$ cat config.mk
export PLATFORM = sky130hd
export DESIGN_NAME = tmo_timer
export DESIGN_NICKNAME = d
export VERILOG_FILES = /design/src/logic/tmo_pkg.sv /design/src/logic/tmo_timer.sv
export VERILOG_INCLUDE_DIRS = /design/src /design/src/logic
export SDC_FILE = /design/constraint.sdc
export NUM_CORES = 1
export LEC_CHECK = 0
export ABC_AREA = 1
export ABC_CLOCK_PERIOD_IN_PS = 3800
export CAP_MARGIN = 20
export CORE_MARGIN = 2
export CORE_UTILIZATION = 65
export DETAILED_ROUTE_END_ITERATION = 16
export DONT_BUFFER_PORTS = 1
export PLACE_DENSITY_LB_ADDON = 0.08
export SYNTH_ARGS = -nofsm -noshare
export SYNTH_HDL_FRONTEND = slang
export SYNTH_SLANG_ARGS = --single-unit
$ cat constraint.sdc
create_clock -name sys_clk -period 3.8 [get_ports sys_clk]
set_input_delay 0.76 -clock sys_clk [delete_from_list [all_inputs] [get_ports sys_clk]]
set_output_delay 0.76 -clock sys_clk [all_outputs]
set_load 0.005 [all_outputs]
$ cat src/logic/tmo_regs.svh
`ifndef TMO_REGS_SVH
`define TMO_REGS_SVH

// Register word addresses on the plain register port
`define TMO_ADDR_CTRL 3'h0
`define TMO_ADDR_PERIOD 3'h1
`define TMO_ADDR_PULSE 3'h2
`define TMO_ADDR_COUNT 3'h3
`define TMO_ADDR_STATUS 3'h4

// Control register fields
`define TMO_CTRL_ON_BIT 7
`define TMO_CTRL_MODE_HI 4
`define TMO_CTRL_MODE_LO 0

// Status register fields
`define TMO_STAT_PWM_BIT 7
`define TMO_STAT_ST_HI 1
`define TMO_STAT_ST_LO 0

// Reset values
`define TMO_RST_MODE 5'h00
`define TMO_RST_PERIOD 8'hff
`define TMO_RST_PULSE 8'h00

// Operating mode codes
`define TMO_MODE_SW_OS 5'h08
`define TMO_MODE_EOS_RISE 5'h09
`define TMO_MODE_EOS_ANY 5'h0b
`define TMO_MODE_EHL_RISE 5'h0c
`define TMO_MODE_EHL_FALL 5'h0d
`define TMO_MODE_LES_LOW 5'h0e
`define TMO_MODE_LES_HIGH 5'h0f
`define TMO_MODE_MONO_RISE 5'h11
`define TMO_MODE_MONO_ANY 5'h13
`define TMO_MODE_LHL_LOW 5'h16
`define TMO_MODE_LHL_HIGH 5'h17

// Restart delay after a hardware-limit reset edge, in timer clocks
`define TMO_HL_DELAY 2

`endif

$ cat src/logic/tmo_pkg.sv
`default_nettype none

package tmo_pkg;

  // Sequencer states of the one-shot timer
  typedef enum logic [1:0] {
    TMO_IDLE = 2'b00, // Waiting for a start condition
    TMO_RUN = 2'b01,  // Counting toward the period value
    TMO_HOLD = 2'b10, // Held at zero after a limit reset edge
    TMO_DONE = 2'b11  // Monostable finished, run-enable still set
  } tmo_state_e;

  // Register data word
  typedef logic [7:0] tmo_byte_t;

endpackage

`default_nettype wire

$ cat src/logic/tmo_timer.sv
// What this block does
// - Software one-shot: period match clears count and enable
// - Software PWM: on at enable, off at width
// - New cycle only after enable set post-match
// - Edge one-shot starts on chosen edge, match clears
// - After software halt, fresh edge needed to resume
// - Edge PWM: on at edge, off at width
// - Limit one-shot: later edges reset, resume two clocks
// - Limit one-shot: match clears; edges ignored when off
// - Limit PWM on at start and reset edges
// - Level-reset modes hold zero; start on active edge
// - Level-reset modes clear at match; edge needed again
// - Level-reset PWM on at edge, not at match
// - Monostable starts on chosen edge, stops at match
// - Monostable PWM on at edge only, edges ignored
// - Level limit holds zero; enable and release start
// - Level limit clears at match, holds until both
// - Level limit PWM on by whichever event starts
// - One-shot: after match, enable cleared, count zero
// - Monostable: after match, count zero, enable kept
//
// Design decisions made here: the placing of the registers and the address-and-strobe port.
`timescale 1ns/1ns
`default_nettype none
`include "tmo_regs.svh"

module tmo_timer (
  input wire logic sys_clk,
  input wire logic rst,
  input wire logic [2:0] reg_addr,
  input wire logic [7:0] reg_wdata,
  input wire logic reg_wr,
  input wire logic reg_rd,
  output logic [7:0] reg_rdata,
  input wire logic external_reset_signal,
  output logic pwm_drive,
  output logic [7:0] count_value
);

  // Software-visible control state
  logic on_r;                 // Run-enable bit
  logic [4:0] mode_r;         // Operating mode code
  logic [7:0] period_value_r; // Period value
  logic [7:0] pulse_width_r;  // Pulse-width value
  logic [7:0] count_r;        // Timer count
  logic pwm_r;                // PWM drive toward the compare unit
  tmo_pkg::tmo_state_e st_r;  // Sequencer state
  logic [1:0] hold_r;         // Remaining restart-delay clocks
  logic [7:0] rdata_r;        // Registered read data

  // External signal synchroniser and filtered level
  logic ers_s1_r;
  logic ers_s2_r;
  logic ers_s3_r;
  logic lvl_r;

  // Decoded write strobes
  logic wr_ctrl;
  assign wr_ctrl = reg_wr && (reg_addr == `TMO_ADDR_CTRL);

  // Mode decode
  logic is_sw;   // Software-start one-shot
  logic is_eos;  // Edge-triggered one-shot
  logic is_ehl;  // Edge hardware-limit one-shot
  logic is_les;  // Level reset, edge start one-shot
  logic is_mono; // Edge-triggered monostable
  logic is_lhl;  // Level hardware-limit one-shot
  logic is_lvl;  // Either level-reset family
  assign is_sw = (mode_r == `TMO_MODE_SW_OS);
  assign is_eos = (mode_r >= `TMO_MODE_EOS_RISE) &&
                  (mode_r <= `TMO_MODE_EOS_ANY);
  assign is_ehl = (mode_r == `TMO_MODE_EHL_RISE) ||
                  (mode_r == `TMO_MODE_EHL_FALL);
  assign is_les = (mode_r == `TMO_MODE_LES_LOW) ||
                  (mode_r == `TMO_MODE_LES_HIGH);
  assign is_mono = (mode_r >= `TMO_MODE_MONO_RISE) &&
                   (mode_r <= `TMO_MODE_MONO_ANY);
  assign is_lhl = (mode_r == `TMO_MODE_LHL_LOW) ||
                  (mode_r == `TMO_MODE_LHL_HIGH);
  assign is_lvl = is_les || is_lhl;

  // Three-stage synchroniser; only the second stage reads the first
  always_ff @(posedge sys_clk) begin
    if (rst) begin
      ers_s1_r <= 1'b0;
      ers_s2_r <= 1'b0;
      ers_s3_r <= 1'b0;
    end else begin
      ers_s1_r <= external_reset_signal;
      ers_s2_r <= ers_s1_r;
      ers_s3_r <= ers_s2_r;
    end
  end

  // A change counts once stages two and three agree
  logic lvl_chg;
  logic ers_rise;
  logic ers_fall;
  assign lvl_chg = (ers_s2_r == ers_s3_r) && (ers_s2_r != lvl_r);
  assign ers_rise = lvl_chg && ers_s2_r;
  assign ers_fall = lvl_chg && !ers_s2_r;

  // Filtered level; edges are judged on the timer clock only
  always_ff @(posedge sys_clk) begin
    if (rst) begin
      lvl_r <= 1'b0;
    end else if (lvl_chg) begin
      lvl_r <= ers_s2_r;
    end
  end

  // Edge and level selection per mode
  logic sel_edge; // Rising, falling or either from the low code bits
  logic hl_edge;  // Rising when code bit 0 is clear, else falling
  logic at_rst;   // Signal sits at the selected reset level
  assign sel_edge = (mode_r[0] && ers_rise) || (mode_r[1] && ers_fall);
  assign hl_edge = mode_r[0] ? ers_fall : ers_rise;
  assign at_rst = (lvl_r == mode_r[0]);

  // Start condition out of idle or a finished monostable
  logic start_ev;
  always_comb begin
    start_ev = 1'b0;
    if (st_r == tmo_pkg::TMO_IDLE) begin
      if (is_sw) begin
        start_ev = on_r;
      end else if (is_eos) begin
        start_ev = on_r && sel_edge;
      end else if (is_ehl || is_les) begin
        start_ev = on_r && hl_edge;
      end else if (is_lhl) begin
        start_ev = on_r && !at_rst;
      end
    end
    if ((st_r == tmo_pkg::TMO_IDLE || st_r == tmo_pkg::TMO_DONE) &&
        is_mono) begin
      start_ev = on_r && sel_edge;
    end
  end

  // Counting qualifiers
  logic lvl_hold; // Level modes pin the count at zero
  logic adv;      // Count may move this clock
  logic pmatch;   // Count equals the period value
  logic wmatch;   // Count equals the pulse width
  logic lim_edge; // Reset edge while a limit cycle is live
  assign lvl_hold = is_lvl && at_rst;
  assign adv = (st_r == tmo_pkg::TMO_RUN) && on_r && !lvl_hold;
  // A reset edge on the match clock wins, so the cycle is not ended
  assign pmatch = adv && !lim_edge && (count_r == period_value_r);
  assign wmatch = adv && (count_r == pulse_width_r);
  assign lim_edge = is_ehl && on_r && hl_edge &&
                    (st_r == tmo_pkg::TMO_RUN ||
                     st_r == tmo_pkg::TMO_HOLD);

  // Run-enable: software write wins over the hardware clear
  always_ff @(posedge sys_clk) begin
    if (rst) begin
      on_r <= 1'b0;
    end else if (wr_ctrl) begin
      on_r <= reg_wdata[`TMO_CTRL_ON_BIT];
    end else if (pmatch && !is_mono) begin
      on_r <= 1'b0;
    end
  end

  // Mode and compare values
  always_ff @(posedge sys_clk) begin
    if (rst) begin
      mode_r <= `TMO_RST_MODE;
      period_value_r <= `TMO_RST_PERIOD;
      pulse_width_r <= `TMO_RST_PULSE;
    end else if (reg_wr) begin
      if (reg_addr == `TMO_ADDR_CTRL) begin
        mode_r <= reg_wdata[`TMO_CTRL_MODE_HI:`TMO_CTRL_MODE_LO];
      end
      if (reg_addr == `TMO_ADDR_PERIOD) begin
        period_value_r <= reg_wdata;
      end
      if (reg_addr == `TMO_ADDR_PULSE) begin
        pulse_width_r <= reg_wdata;
      end
    end
  end

  // Sequencer: start, run, limit hold and monostable stop
  always_ff @(posedge sys_clk) begin
    if (rst) begin
      st_r <= tmo_pkg::TMO_IDLE;
      hold_r <= 2'h0;
    end else begin
      unique case (st_r)
        tmo_pkg::TMO_IDLE: begin
          if (start_ev) begin
            st_r <= tmo_pkg::TMO_RUN;
          end
        end
        tmo_pkg::TMO_RUN: begin
          if (lim_edge) begin
            // Count restarts after the fixed delay
            st_r <= tmo_pkg::TMO_HOLD;
            hold_r <= 2'(`TMO_HL_DELAY - 1);
          end else if (pmatch) begin
            // Monostable keeps run-enable and parks
            st_r <= is_mono ? tmo_pkg::TMO_DONE
                            : tmo_pkg::TMO_IDLE;
          end else if (lvl_hold) begin
            // Level modes need a fresh release to go again
            st_r <= tmo_pkg::TMO_IDLE;
          end else if (!on_r && !is_sw) begin
            // Halted: a new start event must follow
            st_r <= tmo_pkg::TMO_IDLE;
          end
        end
        tmo_pkg::TMO_HOLD: begin
          if (!on_r) begin
            st_r <= tmo_pkg::TMO_IDLE;
          end else if (lim_edge) begin
            hold_r <= 2'(`TMO_HL_DELAY - 1);
          end else if (hold_r == 2'h0) begin
            st_r <= tmo_pkg::TMO_RUN;
          end else begin
            hold_r <= hold_r - 2'h1;
          end
        end
        tmo_pkg::TMO_DONE: begin
          // A new edge or a mode change leaves the parked state
          if (start_ev || !is_mono) begin
            st_r <= start_ev ? tmo_pkg::TMO_RUN : tmo_pkg::TMO_IDLE;
          end
        end
      endcase
    end
  end

  // Count: paused while run-enable is low in software mode
  always_ff @(posedge sys_clk) begin
    if (rst) begin
      count_r <= 8'h00;
    end else if (lvl_hold) begin
      count_r <= 8'h00;
    end else if (lim_edge) begin
      count_r <= 8'h00;
    end else if (pmatch) begin
      count_r <= 8'h00;
    end else if (adv) begin
      count_r <= count_r + 8'h01;
    end
  end

  // PWM drive: a set in the same clock wins over the width match
  always_ff @(posedge sys_clk) begin
    if (rst) begin
      pwm_r <= 1'b0;
    end else if (start_ev) begin
      pwm_r <= 1'b1;
    end else if (lim_edge) begin
      pwm_r <= 1'b1;
    end else if (wmatch) begin
      pwm_r <= 1'b0;
    end
  end

  // Read data, valid only in the clock after the strobe
  always_ff @(posedge sys_clk) begin
    if (rst) begin
      rdata_r <= 8'h00;
    end else if (reg_rd) begin
      unique case (reg_addr)
        `TMO_ADDR_CTRL: rdata_r <= {on_r, 2'h0, mode_r};
        `TMO_ADDR_PERIOD: rdata_r <= period_value_r;
        `TMO_ADDR_PULSE: rdata_r <= pulse_width_r;
        `TMO_ADDR_COUNT: rdata_r <= count_r;
        `TMO_ADDR_STATUS: rdata_r <= {pwm_r, 5'h00, st_r};
        default: rdata_r <= 8'h00;
      endcase
    end else begin
      rdata_r <= 8'h00;
    end
  end

  assign reg_rdata = rdata_r;
  assign pwm_drive = pwm_r;
  assign count_value = count_r;
endmodule // tmo_timer

`default_nettype wire

# ---- Word level (Yosys, flattened, before mapping)
# Index checks and enable logic that the tools add are counted.
dict set report word_totals {
  reg_bits 47
  input_bits 16
  wordCells 129
}
dict set report classes {
  add_sub_neg 2
  order_cmp 4
  eq_ne 27
  n_mux 30
  bitwise_logic 1
  reduce_logical 52
}
# operator count
set op_table {}
lappend op_table {{8-bit one-hot mux with 5 select lines} 1}
lappend op_table {{2-bit two-way mux} 14}
lappend op_table {{5-bit by 4-bit equality test with 1-bit output (second input constant)} 5}
lappend op_table {{1-bit logical AND} 23}
lappend op_table {{8-bit equality test} 2}
lappend op_table {{1-bit two-way mux} 13}
lappend op_table {{5-bit equality test (second input constant)} 2}
lappend op_table {{1-bit logical OR} 9}
lappend op_table {{8-bit by 1-bit adder with 8-bit output (second input constant)} 1}
lappend op_table {{2-bit one-hot mux with 4 select lines} 1}
lappend op_table {{1-bit zero test} 7}
lappend op_table {{3-bit by 2-bit equality test with 1-bit output (second input constant)} 2}
lappend op_table {{2-bit != test (second input constant)} 3}
lappend op_table {{3-bit != test (second input constant)} 2}
lappend op_table {{2-bit AND reduction} 3}
lappend op_table {{5-bit by 4-bit >= comparator with 1-bit output (second input constant)} 1}
lappend op_table {{5-bit >= comparator (second input constant)} 1}
lappend op_table {{5-bit by 4-bit <= comparator with 1-bit output (second input constant)} 1}
lappend op_table {{5-bit <= comparator (second input constant)} 1}
lappend op_table {{5-bit by 4-bit != test with 1-bit output (second input constant)} 1}
lappend op_table {{5-bit AND reduction} 1}
lappend op_table {{2-bit equality test (second input constant)} 2}
lappend op_table {{2-bit zero test} 2}
lappend op_table {{2-bit one-hot mux with 2 select lines} 1}
lappend op_table {{other kinds (15)} 17}

# ---- Longest topological paths before layout
dict set report depth {
  ltp_word 13
  depth_mapped 14
}

# ---- Least setup slack after synthesis
# No wires, ideal clock.
dict set report synth_path {
  kind {input-to-reg}
  from {input port reg_addr[2]}
  to {register pulse_width_r[2]}
  arrival_time_ps 1699
  path_slack_ps 1974
  cell_stages 5
  n_path_buf 1
  cell_sequence {nor3_2 > nand2_1 > clkbuf_1 > o21ai_0 > a21oi_1}
}
dict set report synth_via {
  elab_chain_cells 2
}
# element line_no
set synth_lines {}
lappend synth_lines {{start: declaration} tmo_timer.sv:30} ;# input wire logic [2:0] reg_addr,
lappend synth_lines {{3-bit by 2-bit equality test with 1-bit output} --}
lappend synth_lines {{2-bit AND reduction (no line)} --}
lappend synth_lines {{end signal: assignment} tmo_timer.sv:172} ;# pulse_width_r <= `TMO_RST_PULSE;
lappend synth_lines {{end signal: assignment} tmo_timer.sv:181} ;# pulse_width_r <= reg_wdata;
lappend synth_lines {{end: declaration} tmo_timer.sv:44} ;# logic [7:0] pulse_width_r;
# Every way passes these cells.
# A chain may end at the register's enable or synchronous reset.

# ---- Final worst setup path
dict set report layout_path {
  from {register count_r[2] (netlist: count_value[2])}
  to {register st_r[1]}
}
dict set report layout_via {
  elab_chain_cells 5
}
# element line_no
set layout_lines {}
lappend layout_lines {{start: declaration} tmo_timer.sv:45} ;# logic [7:0] count_r;
lappend layout_lines {{start signal: assignment} tmo_timer.sv:247} ;# count_r <= count_r + 8'h01;
lappend layout_lines {{8-bit equality test *} tmo_timer.sv:150} ;# assign pmatch = adv && !lim_edge && (count_r == period_value_r);
lappend layout_lines {{1-bit logical AND *} tmo_timer.sv:150}
lappend layout_lines {{2-bit two-way mux} tmo_timer.sv:203} ;# end else if (pmatch) begin
lappend layout_lines {{2-bit two-way mux} tmo_timer.sv:199} ;# if (lim_edge) begin
lappend layout_lines {{2-bit one-hot mux with 4 select lines} tmo_timer.sv:192} ;# unique case (st_r)
lappend layout_lines {{end signal: assignment} tmo_timer.sv:195} ;# st_r <= tmo_pkg::TMO_RUN;
lappend layout_lines {{end signal: assignment} tmo_timer.sv:201} ;# st_r <= tmo_pkg::TMO_HOLD;
lappend layout_lines {{end signal: assignment} tmo_timer.sv:205} ;# st_r <= is_mono ? tmo_pkg::TMO_DONE
lappend layout_lines {{end: declaration} tmo_timer.sv:47} ;# tmo_pkg::tmo_state_e st_r;
# Mark *: on every way between the ends. The rest lies on a longest branch, timed or not.

==> results.toml <==
[status]
status = "finished clean"

[synth]
syn_area_sq_mm = 0.00250
synth-seq-area-share = 0.377
synth_xor_area_frac = 0.0105
synth-simple-area-share = 0.306
synth_compound_area_frac = 0.180
synth_warnings = 0
synth-seq-cells = 47
synthArstFlopShare = 0
synth_flop_cell = "dfxtp_1"
synth_fa_ha_area_frac = 0.0301
synth.distinct_cells = 36
synth_area_per_cell_sq_um = 6.86
synth_fp_nets = 386
synth_edf_count = 0
syn-instance-count = 364
synthMuxAreaShare = 0
synth_top_family_by_area = "simple AND/OR/NAND/NOR gates"

[setup_path]
startpoint_type = "flop"
critical_path.max_fanout = 5
critPathArrivalTime_ns = 2.06
slowest_delay_ns = 0.47
crit_path_frequent_cell = "nand2_1"
crit_path_end_kind = "flop"
path_cells = "inv_1 > nand2_1 > nand2_1 > nor2_1 > nand2_1 > nor2_1 > nand3_1 > nand3_2 > nand2_1 > inv_1 > nand3_1 > nand2_1 > nor2_1"
cp.required_ns = 4.00
critPathKind = "reg2reg"
cp_slowest_cell = "dfxtp_1"

[placement]
gp_congestion = 0.953
place_inst = 406
dp_hpwl_um = 4610
io_buffers = 0

[layout]
filler_cell_count = 329
regArea_sq_um = 941
area_growth_pct = 4.61
finalNonFillerCells = 414
n_antenna_cell = 0
drive_gt1_frac = 0.0574
finalNetCount = 387
multiInputGateArea_sq_mm = 0.00132

[floorplanning]
start_util = 0.677
fp.dieH_um = 66.0
die_w_um = 66.0
num_rows = 22
core-area_sq_mm = 0.00369
pin_count = 33
die_area_sq_mm = 0.00435

[pwr]
p_int_uw = 746
p_sw_uw = 345
power.density_mw_per_mm2 = 418
seqPwrFrac = 0.500
ir_drop_mv = 0.317
clkPwrFrac = 0.267
swShare = 0.316
combPwrFrac = 0.233
p_leak_uw = 0.00112

[worst_hold_path]
holdCritPathClass = "reg2reg"

[clocking]
cts_sinks = 47
h-tree-depth = 2
cts_setup_buffers = 0
cts_resized = 0
clk_path_buf_depth = 2
worst_skew_pair.late_latency_ns = 0.30
hold_buffers = 0
cts_buffers = 5
cts_tree = "built"
path_clk_slew_ns = 0.08
clockRootBuffer = "clkbuf_8"

[timing]
setup_viol = 0
timing.final.crit_share = 0.491
max_freq_mhz = 536
relSlewSlack = 0.611
finalCriticalPeriod_ns = 1.86
skew_ns = 0.00724
finalHoldViolations = 0
maxSlewViolCount = 0
setup_tns_ns = 0
rsz0062_at_grt = "no"
worst_pin_slew_ns = 0.580

[route]
wl_um = 6030
first_iter_violations = 276
first_pass_iters = 5
wl_per_cell_um = 14.6
num_vias = 2337
drc = 0
ant_nets = 0
avgViaCountPerCell = 5.64

[grt]
grt_start_max_net_pins = 20
grt_overflow = 0
grt_pass1_vias = 2134
grt_first_pass_wirelength_um = 9980
grtUsageTotal = 0.302
antenna_found_initial = 0

[job]
cap_violations = 0
-- layer usage --
layer | GRT usage | routed length [um]
met3 | 0.0784 | 551
met4 | 0.0842 | 68
met5 | 0 | 0
met1 | 0.427 | 2770
met2 | 0.455 | 2640
-- cells by family after synthesis --
logic type	after synthesis
simple gates	172
flops	47
buf+inv	62
fa+ha+maj	6
xor+xnor	3
compound gates	74
-- sequential cells by signal (all words and copies together) (netlist names) --
name and cells:
lvl_r 1, st_r 2, pulse_width_r 8, mode_r 5
period_value_r 8, pwm_drive 1, count_value 8, hold_r 2
on_r 1, ers_s3_r 1, ers_s2_r 1, reg_rdata 8
ers_s1_r 1
-- final timing paths --
check | cells after the start | end | slack (ns) | startpoint
worst min-delay path | 2 | ers_s2_r | 0.41 | ers_s1_r
worst max register to register | 13 | st_r[1] | 1.94 | count_value[2]
worst max-delay path | 13 | st_r[1] | 1.94 | count_value[2]
worst min register to register | 2 | ers_s2_r | 0.41 | ers_s1_r
-- cells in the mapped netlist, types with 2 or more instances --
library cell	count	share of area
o21ai_0	16	0.032
xor2_1	2	0.0070
nor3_1	6	0.012
a21oi_1	30	0.060
nand2_2	2	0.0050
nand3_1	19	0.038
dfxtp_1	47	0.38
o22ai_1	7	0.018
ha_1	6	0.030
buf_2	3	0.0060
a221oi_1	6	0.021
nor2_1	34	0.051
nand3_2	3	0.012
nand2_1	95	0.14
clkbuf_1	2	0.0030
nand4_1	5	0.013
o21a_1	2	0.0060
nor2_2	2	0.0050
o211ai_1	7	0.021
inv_1	54	0.081
-- metrics by stage --
stage	total power [uW]	cell area (sq um)	hold slack [ns]	util	setup WS, ns
finish	1090	2610	0.414	0.708	1.94
global route	1160	2610	0.425	0.708	1.70
CTS	1090	2610	0.410	0.708	1.96
floorplan	763	2500	0.388	-	1.97
detailed placement	809	2530	0.396	0.686	1.68
global placement	805	2530	0.390	0.686	1.72
-- power groups by stage --
stage | logic, uW | clock network (uW) | registers, uW
2_1_floorplan | 212 | 0 | 551
3_3_place_gp | 249 | 0 | 556
3_5_place_dp | 252 | 0 | 557
4_1_cts | 254 | 293 | 546
5_1_grt | 296 | 314 | 550
6_report | 255 | 291 | 546
-- cell usage in the layout (no fill, tap or decap), drive strengths merged, types with 2 or more instances in the layout --
cell,Yosys,routed
a21oi,31,31
a221oi,6,6
clkbuf,2,7
dfxtp,47,47
ha,6,6
inv,55,55
nand2,97,97
nand3,23,23
nand4,6,6
nor2,36,36
nor3,7,7
o211ai,7,7
o21a,2,2
o21ai,17,17
o22ai,7,7
xor2,2,2
-- cell type report --
cell class	instances	area share
clock buffer	7	0.0292
clock inverter	1	0.00192
inverter	55	0.0790
multi-input combinational	255	0.504
sequential	47	0.360
tap	48	0.0230
timing repair buffer	1	0.00287
-- critical path, delay by kind of cell (launching register included) --
kind | cells | cell delay [ns]
buffers and inverters | 2 | 0.22
AND/OR/NAND/NOR | 11 | 1.06
flip-flops | 1 | 0.47
Note: power is estimated with default switching activity, not from simulation.
